**src/core/diag_flag_pkg.sv**
```systemverilog
// Package with the offsets, field positions, reset values and carriers of the flag group.
package diag_flag_pkg;

   // Byte offsets of the group in the enhanced management page.
   localparam logic [7:0] ALARM_FLAGS_MAIN_OFS        = 8'h70;
   localparam logic [7:0] ALARM_FLAGS_RX_POWER_OFS    = 8'h71;
   localparam logic [7:0] TX_INPUT_EQUALIZER_CTRL_OFS = 8'h72;
   localparam logic [7:0] RX_OUTPUT_EMPHASIS_CTRL_OFS = 8'h73;
   localparam logic [7:0] WARNING_FLAGS_MAIN_OFS      = 8'h74;
   localparam logic [7:0] WARNING_FLAGS_RX_POWER_OFS  = 8'h75;
   localparam logic [7:0] POWER_LEVEL_STATUS_CTRL_OFS = 8'h76;
   localparam logic [7:0] RECOVERY_LOCK_STATUS_OFS    = 8'h77;

   // Monitored quantities, in the order their flag pairs appear from the top bit down.
   localparam int MON_TEMP    = 0;
   localparam int MON_VCC     = 1;
   localparam int MON_BIAS    = 2;
   localparam int MON_TX_PWR  = 3;
   localparam int MON_RX_PWR  = 4;
   localparam int NUM_MON     = 5;
   localparam int MAIN_MON    = 4;

   // Field positions.
   localparam int RX_PWR_HIGH_BIT   = 7;
   localparam int RX_PWR_LOW_BIT    = 6;
   localparam int CODE_MSB          = 7;
   localparam int CODE_LSB          = 4;
   localparam int PWR_STATE_BIT     = 1;
   localparam int PWR_SELECT_BIT    = 0;
   localparam int TX_UNLOCK_BIT     = 1;
   localparam int RX_UNLOCK_BIT     = 0;

   // Code limits and reset values.
   localparam logic [3:0] EQ_CODE_MAX       = 4'hA;
   localparam logic [3:0] EQ_CODE_RESET     = 4'h0;
   localparam logic [3:0] EMPH_CODE_RESET   = 4'h0;
   localparam logic       PWR_SELECT_RESET  = 1'b0;
   localparam logic       PWR_STATE_VALUE   = 1'b0;
   localparam logic [7:0] READ_ZERO         = 8'h00;

   // Four thresholds of one monitored quantity.
   typedef struct packed {
      logic [15:0] high_alarm;
      logic [15:0] low_alarm;
      logic [15:0] high_warning;
      logic [15:0] low_warning;
   } limits_s;

   typedef limits_s [NUM_MON-1:0] limits_t;
   typedef logic [NUM_MON-1:0][15:0] values_t;

   // Byte access from the serial bus engine.
   typedef struct packed {
      logic       write;
      logic       read;
      logic [7:0] addr;
      logic [7:0] wdata;
   } byte_req_s;

endpackage : diag_flag_pkg

```
**src/core/threshold_compare.sv**
```systemverilog
// One monitored quantity held against its four alarm and warning thresholds.
`timescale 1ns/10ps
module threshold_compare
   import diag_flag_pkg::*;
#(
   parameter bit IS_SIGNED = 1'b0
) (
   input  wire logic [15:0] value,        // Real-time value
   input  wire limits_s     limits,       // Four thresholds
   output logic             high_alarm,   // Above high alarm threshold
   output logic             low_alarm,    // Below low alarm threshold
   output logic             high_warning, // Above high warning threshold
   output logic             low_warning   // Below low warning threshold
);

   // Flipping the sign bit turns a two's complement order into a plain unsigned one.
   logic [15:0] bias_flip;
   logic [15:0] v;
   logic [15:0] ha;
   logic [15:0] la;
   logic [15:0] hw;
   logic [15:0] lw;

   assign bias_flip = IS_SIGNED ? 16'h8000 : 16'h0000;
   assign v  = value ^ bias_flip;
   assign ha = limits.high_alarm ^ bias_flip;
   assign la = limits.low_alarm ^ bias_flip;
   assign hw = limits.high_warning ^ bias_flip;
   assign lw = limits.low_warning ^ bias_flip;

   assign high_alarm   = v > ha;
   assign low_alarm    = v < la;
   assign high_warning = v > hw;
   assign low_warning  = v < lw;

endmodule : threshold_compare

```
**src/core/diag_flag_control_regs.sv**
```systemverilog
// Diagnostic alarm, warning, power level, lock status and equalization control bytes.
`timescale 1ns/10ps

// Behaviour
// (RULE1) alarm_flags_main bits 7/6: temperature above high / below low alarm threshold.
// (RULE2) alarm_flags_main bits 5/4: supply voltage above high / below low alarm threshold.
// (RULE3) alarm_flags_main bits 3/2: laser bias above high / below low alarm threshold.
// (RULE4) alarm_flags_main bits 1/0: transmit power above high / below low alarm threshold.
// (RULE5) alarm_flags_rx_power bits 7/6: receive power alarm flags; bits 5..0 reserved.
// (RULE6) warning_flags_main bits 7/6: temperature above high / below low warning threshold.
// (RULE7) warning_flags_main bits 5/4: supply voltage high / low warning flags.
// (RULE8) warning_flags_main bits 3/2: laser bias high / low warning flags.
// (RULE9) warning_flags_main bits 1/0: transmit power high / low warning flags.
// (RULE10) warning_flags_rx_power bits 7/6: receive power warning flags; bits 5..0 reserved.
// (RULE11) power_level_status_ctrl bit 1 always reads zero: lowest power class, one watt.
// (RULE12) power_level_status_ctrl bit 0 power select is stored but never changes operation.
// (RULE13) recovery_lock_status bits 1/0: transmit / receive recovery unlock, 1 = unlocked.
// (RULE14) tx_input_equalizer_ctrl bits 7..4 hold the host equalization code for input stage.
// (RULE15) Equalization codes 0..10 select 0..10 dB; codes above 10 are reserved.
// (RULE16) rx_output_emphasis_ctrl bits 7..4 hold the host emphasis code for output stage.
// (RULE17) Emphasis codes 0..7 select 0..7 dB; top bit set is vendor specific.
// (RULE18) Temperature compares as signed 16-bit values.
// (RULE19) Voltage, bias and power compare as unsigned 16-bit values.
// (RULE20) Flags follow the live comparison; reading has no side effect.
// (RULE21) Reserved bits read zero; writes to reserved or read-only bits are ignored.
module diag_flag_control_regs
   import diag_flag_pkg::*;
(
   input  wire logic       sys_clk,            // Management clock, 10 MHz
   input  wire logic       reset_n,            // Asynchronous reset, active low
   input  wire byte_req_s  bus_req,            // Byte access from the serial engine
   output logic [7:0]      bus_rdata,          // Read data, valid with bus_rdata_valid
   output logic            bus_rdata_valid,    // One-cycle pulse after a read
   output logic            bus_hit,            // Last access fell inside this group
   input  wire values_t    monitor_values,     // Real-time values per quantity
   input  wire limits_t    monitor_limits,     // Thresholds per quantity
   input  wire logic       transmit_unlock_in, // Raw loss-of-lock from transmit recovery
   input  wire logic       receive_unlock_in,  // Raw loss-of-lock from receive recovery
   output logic [3:0]      transmit_input_equalization_code, // Code to input stage
   output logic [3:0]      receive_output_emphasis_code,     // Code to output stage
   output logic            emphasis_vendor_mode,             // Emphasis code is vendor specific
   output logic [7:0]      alarm_flags,        // Alarm flag byte, main quantities
   output logic [1:0]      rx_alarm_flags,     // Receive power alarm flags, high then low
   output logic [7:0]      warning_flags,      // Warning flag byte, main quantities
   output logic [1:0]      rx_warning_flags,   // Receive power warning flags, high then low
   output logic            transmit_recovery_unlock_flag, // Synchronised transmit unlock
   output logic            receive_recovery_unlock_flag   // Synchronised receive unlock
);

   typedef struct packed {
      logic [7:0] alarm_main;
      logic [1:0] alarm_rx;
      logic [7:0] warn_main;
      logic [1:0] warn_rx;
      logic [3:0] eq_code;
      logic [3:0] emph_code;
      logic       emph_vendor;
      logic       pwr_select;
      logic       tx_unlock_meta;
      logic       tx_unlock_sync;
      logic       rx_unlock_meta;
      logic       rx_unlock_sync;
      logic [7:0] rdata;
      logic       rvalid;
      logic       hit;
   } state_s;

   state_s state_reg;
   state_s state_next;

   logic [NUM_MON-1:0] cmp_high_alarm;
   logic [NUM_MON-1:0] cmp_low_alarm;
   logic [NUM_MON-1:0] cmp_high_warning;
   logic [NUM_MON-1:0] cmp_low_warning;

   // Temperature is the only signed quantity.
   genvar g;
   generate
      for (g = 0; g < NUM_MON; g++) begin : g_mon
         threshold_compare #(
            .IS_SIGNED (g == MON_TEMP) // RULE18 RULE19
         ) u_cmp (
            .value        (monitor_values[g]),
            .limits       (monitor_limits[g]),
            .high_alarm   (cmp_high_alarm[g]),
            .low_alarm    (cmp_low_alarm[g]),
            .high_warning (cmp_high_warning[g]),
            .low_warning  (cmp_low_warning[g])
         );
      end
   endgenerate

   // Packs the high/low pairs of the four main quantities, temperature in the top pair.
   function automatic logic [7:0] pack_main(input logic [NUM_MON-1:0] hi,
                                            input logic [NUM_MON-1:0] lo);
      logic [7:0] b;
      b = 8'h00;
      for (int i = 0; i < MAIN_MON; i++) begin
         b[7 - 2*i] = hi[i];
         b[6 - 2*i] = lo[i];
      end
      return b;
   endfunction : pack_main

   // Read value of a byte; bits not listed stay zero.
   function automatic logic [7:0] read_byte(input state_s s, input logic [7:0] a);
      logic [7:0] b;
      b = READ_ZERO;
      case (a)
         ALARM_FLAGS_MAIN_OFS: begin
            b = s.alarm_main;
         end
         ALARM_FLAGS_RX_POWER_OFS: begin
            b[RX_PWR_HIGH_BIT] = s.alarm_rx[1]; // RULE5
            b[RX_PWR_LOW_BIT]  = s.alarm_rx[0]; // RULE5
         end
         TX_INPUT_EQUALIZER_CTRL_OFS: begin
            b[CODE_MSB:CODE_LSB] = s.eq_code; // RULE14 RULE21
         end
         RX_OUTPUT_EMPHASIS_CTRL_OFS: begin
            b[CODE_MSB:CODE_LSB] = s.emph_code; // RULE16 RULE21
         end
         WARNING_FLAGS_MAIN_OFS: begin
            b = s.warn_main;
         end
         WARNING_FLAGS_RX_POWER_OFS: begin
            b[RX_PWR_HIGH_BIT] = s.warn_rx[1]; // RULE10
            b[RX_PWR_LOW_BIT]  = s.warn_rx[0]; // RULE10
         end
         POWER_LEVEL_STATUS_CTRL_OFS: begin
            b[PWR_STATE_BIT]  = PWR_STATE_VALUE; // RULE11
            b[PWR_SELECT_BIT] = s.pwr_select;
         end
         RECOVERY_LOCK_STATUS_OFS: begin
            b[TX_UNLOCK_BIT] = s.tx_unlock_sync; // RULE13
            b[RX_UNLOCK_BIT] = s.rx_unlock_sync; // RULE13
         end
         default: begin
            b = READ_ZERO;
         end
      endcase
      return b;
   endfunction : read_byte

   function automatic logic in_group(input logic [7:0] a);
      return (a >= ALARM_FLAGS_MAIN_OFS) && (a <= RECOVERY_LOCK_STATUS_OFS);
   endfunction : in_group

   always_comb begin
      state_next = state_reg;

      // Flags are recomputed every cycle, so a value back inside its limits clears them.
      state_next.alarm_main = pack_main(cmp_high_alarm, cmp_low_alarm); // RULE1 RULE2 RULE3 RULE4 RULE20
      state_next.warn_main  = pack_main(cmp_high_warning, cmp_low_warning); // RULE6 RULE7 RULE8 RULE9 RULE20
      state_next.alarm_rx   = {cmp_high_alarm[MON_RX_PWR], cmp_low_alarm[MON_RX_PWR]}; // RULE5
      state_next.warn_rx    = {cmp_high_warning[MON_RX_PWR], cmp_low_warning[MON_RX_PWR]}; // RULE10

      // The lock inputs come from analogue recovery units on no clock of ours.
      state_next.tx_unlock_meta = transmit_unlock_in;
      state_next.tx_unlock_sync = state_reg.tx_unlock_meta; // RULE13
      state_next.rx_unlock_meta = receive_unlock_in;
      state_next.rx_unlock_sync = state_reg.rx_unlock_meta; // RULE13

      state_next.rvalid = 1'b0;
      if (bus_req.read || bus_req.write) begin
         state_next.hit = in_group(bus_req.addr);
      end

      // A read only samples state; nothing is cleared by it.
      if (bus_req.read) begin
         state_next.rdata  = read_byte(state_reg, bus_req.addr); // RULE20 RULE21
         state_next.rvalid = 1'b1;
      end

      // Writes to flag and status bytes and to low reserved nibbles are dropped.
      if (bus_req.write) begin
         case (bus_req.addr)
            TX_INPUT_EQUALIZER_CTRL_OFS: begin
               // A reserved code would leave the input stage undefined, so the old code stays.
               if (bus_req.wdata[CODE_MSB:CODE_LSB] <= EQ_CODE_MAX) begin // RULE15
                  state_next.eq_code = bus_req.wdata[CODE_MSB:CODE_LSB]; // RULE14
               end
            end
            RX_OUTPUT_EMPHASIS_CTRL_OFS: begin
               state_next.emph_code = bus_req.wdata[CODE_MSB:CODE_LSB]; // RULE16
            end
            POWER_LEVEL_STATUS_CTRL_OFS: begin
               // Kept for read-back only; no logic looks at it.
               state_next.pwr_select = bus_req.wdata[PWR_SELECT_BIT]; // RULE12
            end
            default: begin
               state_next.pwr_select = state_reg.pwr_select; // RULE21
            end
         endcase
      end

      state_next.emph_vendor = state_next.emph_code[3]; // RULE17
   end

   always_ff @(posedge sys_clk or negedge reset_n) begin
      if (!reset_n) begin
         state_reg <= '{
            alarm_main     : 8'h00,
            alarm_rx       : 2'h0,
            warn_main      : 8'h00,
            warn_rx        : 2'h0,
            eq_code        : EQ_CODE_RESET,
            emph_code      : EMPH_CODE_RESET,
            emph_vendor    : 1'b0,
            pwr_select     : PWR_SELECT_RESET,
            tx_unlock_meta : 1'b0,
            tx_unlock_sync : 1'b0,
            rx_unlock_meta : 1'b0,
            rx_unlock_sync : 1'b0,
            rdata          : READ_ZERO,
            rvalid         : 1'b0,
            hit            : 1'b0
         };
      end else begin
         state_reg <= state_next;
      end
   end

   assign bus_rdata                        = state_reg.rdata;
   assign bus_rdata_valid                  = state_reg.rvalid;
   assign bus_hit                          = state_reg.hit;
   assign transmit_input_equalization_code = state_reg.eq_code; // RULE14
   assign receive_output_emphasis_code     = state_reg.emph_code; // RULE16
   assign emphasis_vendor_mode             = state_reg.emph_vendor; // RULE17
   assign alarm_flags                      = state_reg.alarm_main;
   assign rx_alarm_flags                   = state_reg.alarm_rx;
   assign warning_flags                    = state_reg.warn_main;
   assign rx_warning_flags                 = state_reg.warn_rx;
   assign transmit_recovery_unlock_flag    = state_reg.tx_unlock_sync;
   assign receive_recovery_unlock_flag     = state_reg.rx_unlock_sync;

endmodule : diag_flag_control_regs

```
**config.mk**
```make
export PLATFORM = sky130hd
export DESIGN_NAME = diag_flag_control_regs
export DESIGN_NICKNAME = d
export VERILOG_FILES = /design/src/core/diag_flag_pkg.sv /design/src/core/threshold_compare.sv /design/src/core/diag_flag_control_regs.sv
export SDC_FILE = /design/constraint.sdc
export NUM_CORES = 1
export LEC_CHECK = 0
export BUFFER_PORTS_ARGS = -buffer_cell sky130_fd_sc_hd__buf_2
export CAP_MARGIN = 20
export CORE_AREA = 2 2 181 183
export CTS_CLUSTER_DIAMETER = 30
export DETAILED_ROUTE_END_ITERATION = 16
export DIE_AREA = 0 0 183 185
export GPL_TIMING_DRIVEN = 0
export SLEW_MARGIN = 10
export SYNTH_ARGS = -nofsm -noshare
export SYNTH_HDL_FRONTEND = slang
export SYNTH_SLANG_ARGS = --single-unit
```
**constraint.sdc**
```tcl
create_clock -name sys_clk -period 1.5 [get_ports sys_clk]
set_input_delay 0.075 -clock sys_clk [delete_from_list [all_inputs] [get_ports sys_clk]]
set_output_delay 0.075 -clock sys_clk [all_outputs]
set_load 0.05 [all_outputs]
```
-- After elaboration in Yosys (flattened, before gate mapping)
Cells that the tools add are included.
- mux-type cells: 5
- $lt $le $gt $ge: 23
- bitwise operators: 5
- reductions and logical operators: 5
- equal/unequal tests: 8
- operators with widths (operator ; count):
    greater-than comparator 16 bit ; 10
    < comparator 16 bit ; 10
    == test 8 x 7 -> 1 bit (second input constant) ; 8
    one-hot mux 2 bit (4 select lines) ; 2
    one-hot mux 2 bit (6 select lines) ; 1
    greater-or-equal comparator 8 x 7 -> 1 bit (second input constant) ; 1
    less-or-equal comparator 8 x 7 -> 1 bit (second input constant) ; 1
    NOT 1 bit ; 5
    less-or-equal comparator 4 bit (second input constant) ; 1
    one-hot mux 2 bit (2 select lines) ; 1
    AND reduction 2 bit ; 2
    AND reduction 3 bit ; 1
    logical AND 1 bit ; 1
    logical OR 1 bit ; 1
    two-way mux 1 bit ; 1
- input bits: 422
- word-level logic and storage cells: 61
- bits in registers: 43
- output and inout bits: 41

-- Depth between registers and ports, before layout
Gate-level depths: netlist of run 1.
- word-level depth: 2
- depth in mapped cells: 7
- depth with buffers taken out: 7

-- Hierarchy
Synthesis of run 1 repeated with hierarchy kept, for this count alone.
- cells, all modules: 1248
- area, all modules: 9929.5 um2
- by module, submodules not included (module ; area each (um2) ; seq. area each (um2) ; times used ; cells an instance):
    threshold_compare at g_mon[1].u_cmp ... ; 1587.8 ; 0.0 ; 4 ; 217
    diag_flag_control_regs ; 1999.4 ; 1076.0 ; 1 ; 169
    threshold_compare at g_mon[0].u_cmp ; 1579.0 ; 0.0 ; 1 ; 211

-- Least setup slack after synthesis of run 1
OpenSTA, ideal clock, no wires.
- kind: input to register
- from: in monitor_limits[122] in the netlist's numbering
- to: reg state_reg (netlist bit alarm_flags[5])
- data required time: 1.371 ns
- setup time: 0.129 ns
- setup slack: 0.208 ns
- path buffers: 0
- stages on the path: 6
- arrival time: 1.163 ns
- cells stage by stage: inv_1 ha_1 and4_1 nor4b_2 a221o_1 a2bb2oi_1
- word-level cells in the longest chain between the ends: 1
- RTL lines (what ; RTL line ; RTL):
    from (decl) ; diag_flag_control_regs.sv:36 ; input wire limits_t monitor_limits,
    greater-than comparator 16 bit ; threshold_compare.sv:31 ; assign high_alarm = v > ha;
    net g_mon[1].u_cmp.high_alarm ; threshold_compare.sv:10 ; output logic high_alarm,
    to (signal assigned) ; diag_flag_control_regs.sv:202 ; state_reg <= '{
    to (signal assigned) ; diag_flag_control_regs.sv:220 ; state_reg <= state_next;
    to (decl) ; diag_flag_control_regs.sv:68 ; state_s state_reg;
The timed path passes the listed nets, and every way through them passes these cells.
A chain may end at the register's enable or synchronous reset.

-- Worst setup path after layout of run 1
- from: in monitor_values[55] in the netlist's numbering
- to: reg state_reg (netlist bit warning_flags[1])
- word-level cells in the longest chain between the ends: 1
- RTL lines (what ; RTL line ; RTL):
    from (decl) ; diag_flag_control_regs.sv:35 ; input wire values_t monitor_values,
    greater-than comparator 16 bit ; threshold_compare.sv:33 ; assign high_warning = v > hw;
    net g_mon[3].u_cmp.high_warning ; threshold_compare.sv:12 ; output logic high_warning,
The timed path passes the listed nets, and every way through them passes these cells.

==> results of run 1 <==
-- metrics by stage --
stage	hold slack [ns]	TNS (ns)	instance area, sq um
after global routing	0.08784	0	12680
after floorplan	-0.2206	0	9643
after detailed placement	0.07908	-1.329	12470
final	0.07228	0	12680
after CTS	0.06215	0	12660
after global placement	0.1854	-1.404	12450
-- kinds of logic after synthesis --
logic type | Yosys count | synth area share [%]
compound gates | 257 | 16.31
fa+ha+maj | 310 | 40.22
flops | 43 | 11.16
buf+inv | 358 | 15.47
mux | 13 | 1.596
simple gates | 275 | 15.25
-- worst max-delay path, cell delays in order --
cell      delay (ns)
buf_2           0.14
ha_1            0.32
nand2_1         0.05
o21ai_0         0.32
a221oi_1        0.19
or2_2           0.31
a21oi_1         0.18
-- final timing paths --
kind                                                                   end                                       startpoint  slack (ns)  cells past startpoint
max                                             warning_flags[1]$_DFF_PN0_                               monitor_values[55]        0.11                      7
min                        transmit_input_equalization_code[2]$_DFFE_PN0P_                                       bus_req[4]        0.07                      3
max reg2reg                                       bus_rdata[6]$_DFFE_PN0P_  transmit_input_equalization_code[2]$_DFFE_PN0P_        0.28                      5
min reg2reg                         receive_recovery_unlock_flag$_DFF_PN0_                         state_next[10]$_DFF_PN0_        0.35                      0
max in group asynchronous  transmit_input_equalization_code[2]$_DFFE_PN0P_                                          reset_n        0.67                      3
min in group asynchronous                        bus_rdata_valid$_DFF_PN0_                                          reset_n        0.30                      2
-- power groups by stage --
stage	combinational [mW]	sequential [mW]	clock, mW
floorplan	1.94	1.33	0
global route	3.74	1.33	1.25
global placement	3.21	1.33	0
finish	3.30	1.31	1.14
detailed placement	3.29	1.34	0
CTS	3.32	1.31	1.22
-- timing repair --
action                                  in CTS  in global routing
endpoints found under the setup margin       0                  2
buffers inserted                             0                  0
hold endpoints to repair                    22                  0
resized for setup                            0                  2
hold buffers                                 5                  0
-- Yosys cell counts, types with 2 or more instances --
master       n
nor2_1      36
clkbuf_1     3
o211ai_1    12
o22ai_1      4
mux2_4       4
a2111oi_0   10
a211oi_1     9
a21o_1      30
a2bb2oi_1    3
ha_1       310
or2_2        9
inv_1      316
nor3_1      10
and3_1      10
nand2b_1    11
nand2_1     71
a221o_1     11
nand4_1     60
nor2b_1      9
and2b_1      2
mux2_2       2
buf_4       37
mux2i_1      6
nor4b_2      2
nand3_1     37
o21ai_0     35
a22oi_1      2
dfrtp_1     43
nor4_1       9
a221oi_1    10
a21oi_1    128
-- layer usage --
metal	up-vias	routed length, um	global-route usage [%]
met5	-	13	0
met4	2	834	5.280
li1	5269	-	-
met1	4599	14460	23.52
met2	317	16400	35.14
met3	48	1986	3.225
-- cell type report --
class	count	area (sq um)	area share (%)
clock inverters	1	5.005	0.03947
plain buffers	42	305.3	2.408
multi-input cells	855	7088	55.90
flip-flops and latches	43	1076	8.486
well taps	408	510.5	4.026
repair buffers	465	2367	18.67
inverters	316	1186	9.355
diodes	1	2.502	0.01974
clock buffers	6	138.9	1.095
==> metrics, run 1 <==
Comb power frac 57.3%; Starting DRT DRC Count 250; Worst Path Max Fanout 4; Critical Path AT 1.60 ns; nature of the critical path startpoint input pin; first-pass GRT wire length 51380 um; hpwl dp 30630 um; largest net degree at the start of global routing 26; Final Power 5.753 mW; DRC 0; syn_area_per_cell 7.678 sq um; Top FF cell, synth dfrtp_1; sw frac 41.91%; Buffers on Ports 459; Slew HR 62.41%; final core occ 39.57%; most frequent cells in the layout buf_2, inv_1, ha_1; Critical Path RT 1.71 ns; drt total wl 33700 um; commonest non-fill, non-tap cell in the layout buf_2; Core ar. 32040 sq um; maximum vdd drop 379.0 uV; die area 33860 sq um; asr flop ratio synth 100.0%; cell taking the most area after synthesis ha_1; share of cells above drive strength 1 30.67%; Die Wd 183 um; CTS Root Cell clkbuf_16; post-route ant nets 0; Fin. Hold Viols 0; Reg clk slew, reported paths 0.06 ns; top post-synthesis cells by area ha_1, inv_1, dfrtp_1; worst setup margin 0.1057 ns; Vias 10235; IO Count 463; Seq/Total Area, Yosys 11.16%; Syn-to-layout area delta 31.49%; initial antenna violation count 2; crit end category flop; later-pin clock latency in the skew report 0.30 ns; cells after synthesis 1256; Syn Nets 1988; count of different cell masters after synthesis 46; yosys warns 0; setup repair after global routing missed its margin no; drt via density 4.789; Total Routing Usage GR 19.35%; Layout fillers 3419; clk sink count 43; placed insts 2124; fin crit share 92.95%; Seq cells post-synth 43; total CTS buffers 5; nets@finish 2460; TritonCTS clock tree built; Avg WL per Cell 15.77 um; Fmax 717.2 MHz; Final setup viols 0; Pleak 7.946 nW; Setup Crit Path Kind in -> reg; top cell type's share of synthesized area 40.22%; synthesized cell area 9643 sq um; H-tree levels 2; Clk pwr share 19.9%; Final Skew 0.007248 ns; NetSw 2.411 mW; cell internal pwr 3.342 mW; fin cells 2137; worst slew pin tran 0.5638 ns; number of synthesized flops with an enable pin 0; Die Y 185 um; max-slew violation count 0; Clock Path Buffers 2; Pwr Density 453.7 nW/um^2; vias in the first global route 10227; Hold Crit Class in -> reg; status completed; pre-CTS setup slack -0.1941 ns; Final GP Congestion 0.8933; GR Overflow Total 0; sequential power share 22.8%; fin crit period 1.394 ns; row cnt 66; drt pass-1 iters 6; max cap viols 0; starting density of the core 30.10%
Power figures use the tool's default switching activity.
==> run 2, diff against run 1 <==
Settings changed: CTS_BUF_LIST set to sky130_fd_sc_hd__clkbuf_2.
==> run 2 against run 1 <==
  * Setup slack worse by 0.10 ns
  * Clock skew is 0.024 ns higher
  * Global-route usage is 0.11 points higher
  * Sequential share of layout area is 0.12 points lower
  * Sequential power hardly changed
  * Critical path depth is 1 lower
  * Clock power is 53% lower
  * Die area stayed put
  * Maximum frequency is 6.8% lower
  * Worst hold slack worse by 0.0066 ns
  * Combinational power is 2% higher
  * Cell count is 1.4% higher
==> metrics, run 2 (synthesized netlist as in run 1, its figures left out) <==
Final GP Congestion 0.8933 (unchanged); placed cell areas 12470 sq um (unchanged); largest net degree at the start of global routing 26 (unchanged); vias in the first global route 10386 (+1.6%); CP max stage delay 0.55 ns (+0.23 ns); TritonCTS clock tree built; Buffers on Ports 459 (unchanged); Layout fillers 3406 (-0.38%); Worst Path Max Fanout 4 (unchanged); worst r2r path cells 5 (unchanged); CP max-delay cell dlygate4sd3_1; CTS Root Cell clkbuf_2; Clock Path Buffers 2 (unchanged); setup TNS 0 ns (unchanged); CP Buf/Inv Count 3 (+2); GR Overflow Total 0 (unchanged); DRC 0 (unchanged); Final setup viols 0 (unchanged); Final Skew 0.03152 ns (+0.02427 ns); Critical Path AT 1.92 ns (+0.32 ns); row cnt 66 (unchanged); crit-path cells dlygate4sd3_1, buf_2, ha_1, dlygate4sd3_1, a221o_1, nor3_1; initial antenna violation count 3 (+1); fin crit share 99.73% (+6.8 points); total CTS buffers 5 (unchanged); drt pass-1 iters 6 (unchanged); Total Routing Usage GR 19.46% (+0.11 points); Avg WL per Cell 15.65 um (-0.75%); pre-CTS setup slack -0.1941 ns (unchanged); nets@finish 2490 (+1.2%); most frequent cells in the layout buf_2, inv_1, ha_1; fin cells 2167 (+1.4%); IO Count 463 (unchanged); share of cells above drive strength 1 30.32% (-0.35 points); Slew HR 66.85% (+4.4 points); Vias 10383 (+1.4%); max-slew violation count 0 (unchanged); FF-to-FF setup slack 0.30 ns (+0.02 ns); Syn-to-layout area delta 33.48%; Pleak 8.034 nW (+1.1%); Multi-input gate area 7086 sq um (about the same); hpwl dp 30630 um (unchanged); commonest non-fill, non-tap cell in the layout buf_2; Reg clk slew, reported paths 0.26 ns (+0.20 ns); Starting DRT DRC Count 238 (-4.8%); worst slew pin tran 0.4848 ns (-0.07908 ns); Setup Crit Path Kind in -> reg; worst setup margin 0.004065 ns (-0.1017 ns); setup repair after global routing missed its margin no; clk sink count 43 (unchanged); Die Wd 183 um (unchanged); Pwr Density 405.1 nW/um^2 (-11%); fin crit period 1.496 ns (+0.1017 ns); CP dominant cell by count dlygate4sd3_1; max cap viols 0 (unchanged); register area 1077 sq um (+0.12%); Critical Path RT 1.92 ns (+0.21 ns); Die Y 185 um (unchanged); nature of the critical path startpoint input pin; starting density of the core 30.10% (unchanged); final instance area 12870 sq um (+1.5%); Hold Crit Class in -> async; H-tree levels 2 (unchanged); crit end category flop; drt via density 4.791 (about the same); first-pass GRT wire length 51920 um (+1.1%); drt total wl 33910 um (+0.64%); Core ar. 32040 sq um (unchanged); Fmax 668.5 MHz (-6.8%); post-route ant nets 0 (unchanged); R2R Path End bus_rdata[6]$_DFFE_PN0P_; Fin. Hold Viols 0 (unchanged); CP delay by family, top buffers and inverters; status completed; die area 33860 sq um (unchanged); Critical R2R Launch transmit_input_equalization_code[2]$_DFFE_PN0P_; later-pin clock latency in the skew report 0.48 ns (+0.18 ns); maximum vdd drop 198.9 uV (-48%); placed insts 2124 (unchanged)
==> run 2: worst reg2reg max path: stages, from the launching register on <==
cell and delay, ns:
dfrtp_1 0.47, mux2i_1 0.24, nor2_1 0.07, a31oi_1 0.15, o22a_1 0.17, o22ai_1 0.06
==> run 2: final cells by class <==
| class | count | area share [%] |
|---|---|---|
| Multi-Input combinational cell | 855 | 55.05 |
| Timing Repair Buffer | 495 | 20.73 |
| Inverter | 316 | 9.216 |
| Sequential cell | 43 | 8.370 |
| Tap cell | 408 | 3.966 |
| Buffer | 42 | 2.382 |
| Clock buffer | 5 | 0.1944 |
| Clock inverter | 2 | 0.06805 |
| Antenna cell | 1 | 0.01944 |
==> run 2: layer usage <==
layer / up-vias / share of wire (%) / GRT usage (%)
met5: - / 0.091 / 0
met4: 4 / 2.1 / 4.224
met3: 48 / 6.4 / 3.736
met2: 347 / 49 / 35.74
met1: 4656 / 42 / 23.45
li1: 5328 / - / -
==> run 2: where the power goes <==
part           leakage (nW)  switching [mW]  total (mW)  internal (mW)
Sequential            0.536          0.0591        1.31           1.25
Clock                0.0263           0.440       0.538         0.0981
Combinational          7.47            1.88        3.37           1.49
==> run 2: worst max-delay path by stage <==
stage,slack [ns],startpoint,cells after the start,to
after floorplan,0.21,monitor_limits[122],6,alarm_flags[5]$_DFF_PN0_
after global placement,-0.20,monitor_values[55],7,alarm_flags[1]$_DFF_PN0_
after detailed placement,-0.19,monitor_values[55],7,warning_flags[1]$_DFF_PN0_
after CTS,0.0006,warning_flags[6]$_DFF_PN0_,2,warning_flags[6]
after global routing,0.003,warning_flags[2]$_DFF_PN0_,2,warning_flags[2]
final,0.004,monitor_values[47],6,warning_flags[2]$_DFF_PN0_
==> run 2: what timing repair did <==
| item | 4_1_cts | 5_1_grt |
|---|---|---|
| endpoints found under the setup margin | 1 | 11 |
| buffers inserted | 1 | 1 |
| resized for setup | 1 | 10 |
| cloned | 0 | 0 |
| hold buffers | 33 | 0 |
| hold endpoints to repair | 72 | 0 |
==> run 2: stage by stage <==
stage          util (%)  power (mW)  hold WS, ns
6_report          40.17       5.214      0.06568
5_1_grt           40.17       5.776      0.01513
4_1_cts           40.09       5.309    -0.003775
3_5_place_dp      38.92       4.630      0.07908
3_3_place_gp      38.86       4.542       0.1854
2_1_floorplan         -       3.265      -0.2206
==> run 3, diff against run 2 <==
Settings changed: SETUP_SLACK_MARGIN set to 0.1.
==> run 3 against run 2 <==
  * Setup slack better by 0.072 ns
  * Non-clock buffer count is 21 higher
  * Largest cell class unchanged
  * Via count is 0.33% higher
==> metrics, run 3 (synthesized netlist as in run 1, its figures left out) <==
largest net degree at the start of global routing 26 (unchanged); TritonCTS clock tree built; starting density of the core 30.10% (unchanged); cell internal pwr 2.999 mW (+5.7%); Starting DRT DRC Count 270 (+13%); maximum vdd drop 198.7 uV (-0.11%); Final setup viols 0 (unchanged); CP Buf/Inv Count 4 (+1); DRC 0 (unchanged); Final Power 5.405 mW (+3.7%); register area 1077 sq um (unchanged); Multi-input gate area 7117 sq um (+0.44%); total CTS buffers 5 (unchanged); Final Skew 0.02970 ns (-0.001823 ns); Die Wd 183 um (unchanged); worst r2r path cells 5 (unchanged); Setup Crit Path Kind in -> reg; crit end category flop; fin crit period 1.424 ns (-0.07191 ns); Clk pwr share 9.9% (-0.4 points); Total Routing Usage GR 19.53% (+0.065 points); H-tree levels 2 (unchanged); nature of the critical path startpoint input pin; hpwl dp 30630 um (unchanged); Reg clk slew, reported paths 0.26 ns (about the same); Final GP Congestion 0.8933 (unchanged); most frequent cells in the layout buf_2, inv_1, ha_1; clk sink count 43 (unchanged); Critical Path AT 1.85 ns (-0.07 ns); sw frac 44.50% (-1.1 points); fin crit share 94.93% (-4.8 points); post-route ant nets 0 (unchanged); FF-to-FF setup slack 0.16 ns (-0.14 ns); commonest non-fill, non-tap cell in the layout buf_2; Fmax 702.2 MHz (+5.0%); sequential power share 24.2% (-0.9 points); Critical R2R Launch rx_alarm_flags[0]$_DFF_PN0_; first-pass GRT wire length 52120 um (+0.39%); CP dominant cell by count dlygate4sd3_1; final core occ 41.40% (+1.2 points); Pleak 8.199 nW (+2.1%); Die Y 185 um (unchanged); Worst Path Max Fanout 1 (-3); CP delay by family, top buffers and inverters; GR Overflow Total 0 (unchanged); NetSw 2.405 mW (+1.2%); Syn-to-layout area delta 37.55%; IO Count 463 (unchanged); share of cells above drive strength 1 31.31% (+0.99 points); Vias 10417 (+0.33%); later-pin clock latency in the skew report 0.48 ns (about the same); Slew HR 63.34% (-3.5 points); drt pass-1 iters 4 (-2); Avg WL per Cell 15.55 um (-0.60%); setup repair after global routing missed its margin yes; CP max-delay cell dlygate4sd3_1; drt total wl 34030 um (+0.36%); max cap viols 0 (unchanged); CTS Root Cell clkbuf_2; Core ar. 32040 sq um (unchanged); Layout fillers 3376 (-0.88%); crit path from monitor_limits[143]; Fin. Hold Viols 0 (unchanged); drt via density 4.761 (-0.64%); CP max stage delay 0.55 ns (about the same); vias in the first global route 10425 (+0.38%); status completed; initial antenna violation count 3 (unchanged); worst slew pin tran 0.5500 ns (+0.06519 ns); die area 33860 sq um (unchanged); crit-path cells dlygate4sd3_1, buf_2, inv_1, ha_1, dlygate4sd3_1, a221o_1, nor3_2; nets@finish 2511 (+0.84%); max-slew violation count 0 (unchanged); row cnt 66 (unchanged); Comb power frac 65.9% (+1.3 points); Pwr Density 407.5 nW/um^2 (+0.58%); Critical Path RT 1.93 ns (about the same); Clock Path Buffers 2 (unchanged); Hold Crit Class in -> async; Buffers on Ports 459 (unchanged); R2R Path End bus_rdata[6]$_DFFE_PN0P_
## run 3: changes by cell type in the layout (fill, tap and decap cells not counted), moves of 3 or more
cell / previous run / this run
clkbuf_4: 0 / 3
nor3_1: 10 / 6
buf_4: 39 / 67
buf_2: 459 / 424
buf_6: 2 / 20
buf_8: 0 / 6
nor3_2: 0 / 4
## run 3: metal layers
metal	GRT usage, %	vias up	wire length [um]
met1	23.53	4685	14560
met4	3.936	4	648
li1	-	5367	-
met3	3.736	42	2045
met2	36.02	319	16760
met5	0	-	25
## run 3: area by class of cell
class / instances / share of cell area [%]
flip-flops and latches: 43 / 8.122
multi-input cells: 855 / 53.66
inverters: 316 / 8.943
well taps: 408 / 3.849
diodes: 1 / 0.01887
clock buffers: 5 / 0.1887
plain buffers: 42 / 2.471
clock inverters: 2 / 0.06603
repair buffers: 516 / 22.69
## run 3: worst max path at each step
| stage | to | slack [ns] | cells past startpoint |
|---|---|---|---|
| after detailed placement | warning_flags[1]$_DFF_PN0_ | -0.19 | 7 |
| after floorplan | alarm_flags[5]$_DFF_PN0_ | 0.21 | 6 |
| after CTS | receive_output_emphasis_code[3] | 0.06 | 2 |
| after global routing | receive_output_emphasis_code[3] | 0.04 | 2 |
| final | warning_flags[2]$_DFF_PN0_ | 0.08 | 7 |
| after global placement | alarm_flags[1]$_DFF_PN0_ | -0.20 | 7 |
## run 3: power by group through the flow
stage | Combinational, mW | Sequential [mW] | Clock [mW]
4_1_cts | 3.47 | 1.31 | 0.610
6_report | 3.56 | 1.31 | 0.535
3_3_place_gp | 3.21 | 1.33 | 0
5_1_grt | 4.01 | 1.32 | 0.642
3_5_place_dp | 3.29 | 1.34 | 0
2_1_floorplan | 1.94 | 1.33 | 0
## run 3: through the flow
step,cell area [sq um],hold WS [ns],TNS [ns],std cells,setup slack (ns)
after floorplan,9643,-0.2206,0,1256,0.2078
after global placement,12450,0.1854,-1.404,2123,-0.1957
after detailed placement,12470,0.07908,-1.329,2124,-0.1941
after CTS,13010,-0.01205,0,2176,0.05977
after global routing,13260,0.01253,0,2188,0.04130
final,13260,0.06867,0,2188,0.07598
## run 3: worst register-to-register path: stages (launching register included)
cell and delay [ns]:
dfrtp_1 0.46, buf_4 0.14, mux2_2 0.28, a21oi_1 0.15, o22a_1 0.17, o22ai_1 0.06
## run 3: repair_timing
| item | in CTS | in global routing |
|---|---|---|
| hold buffers | 34 | 0 |
| gates resized for setup | 32 | 54 |
| endpoints found under the setup margin | 25 | 40 |
| endpoints found under the hold margin | 72 | 0 |
| pin swaps | 0 | 1 |
| setup buffers | 11 | 11 |
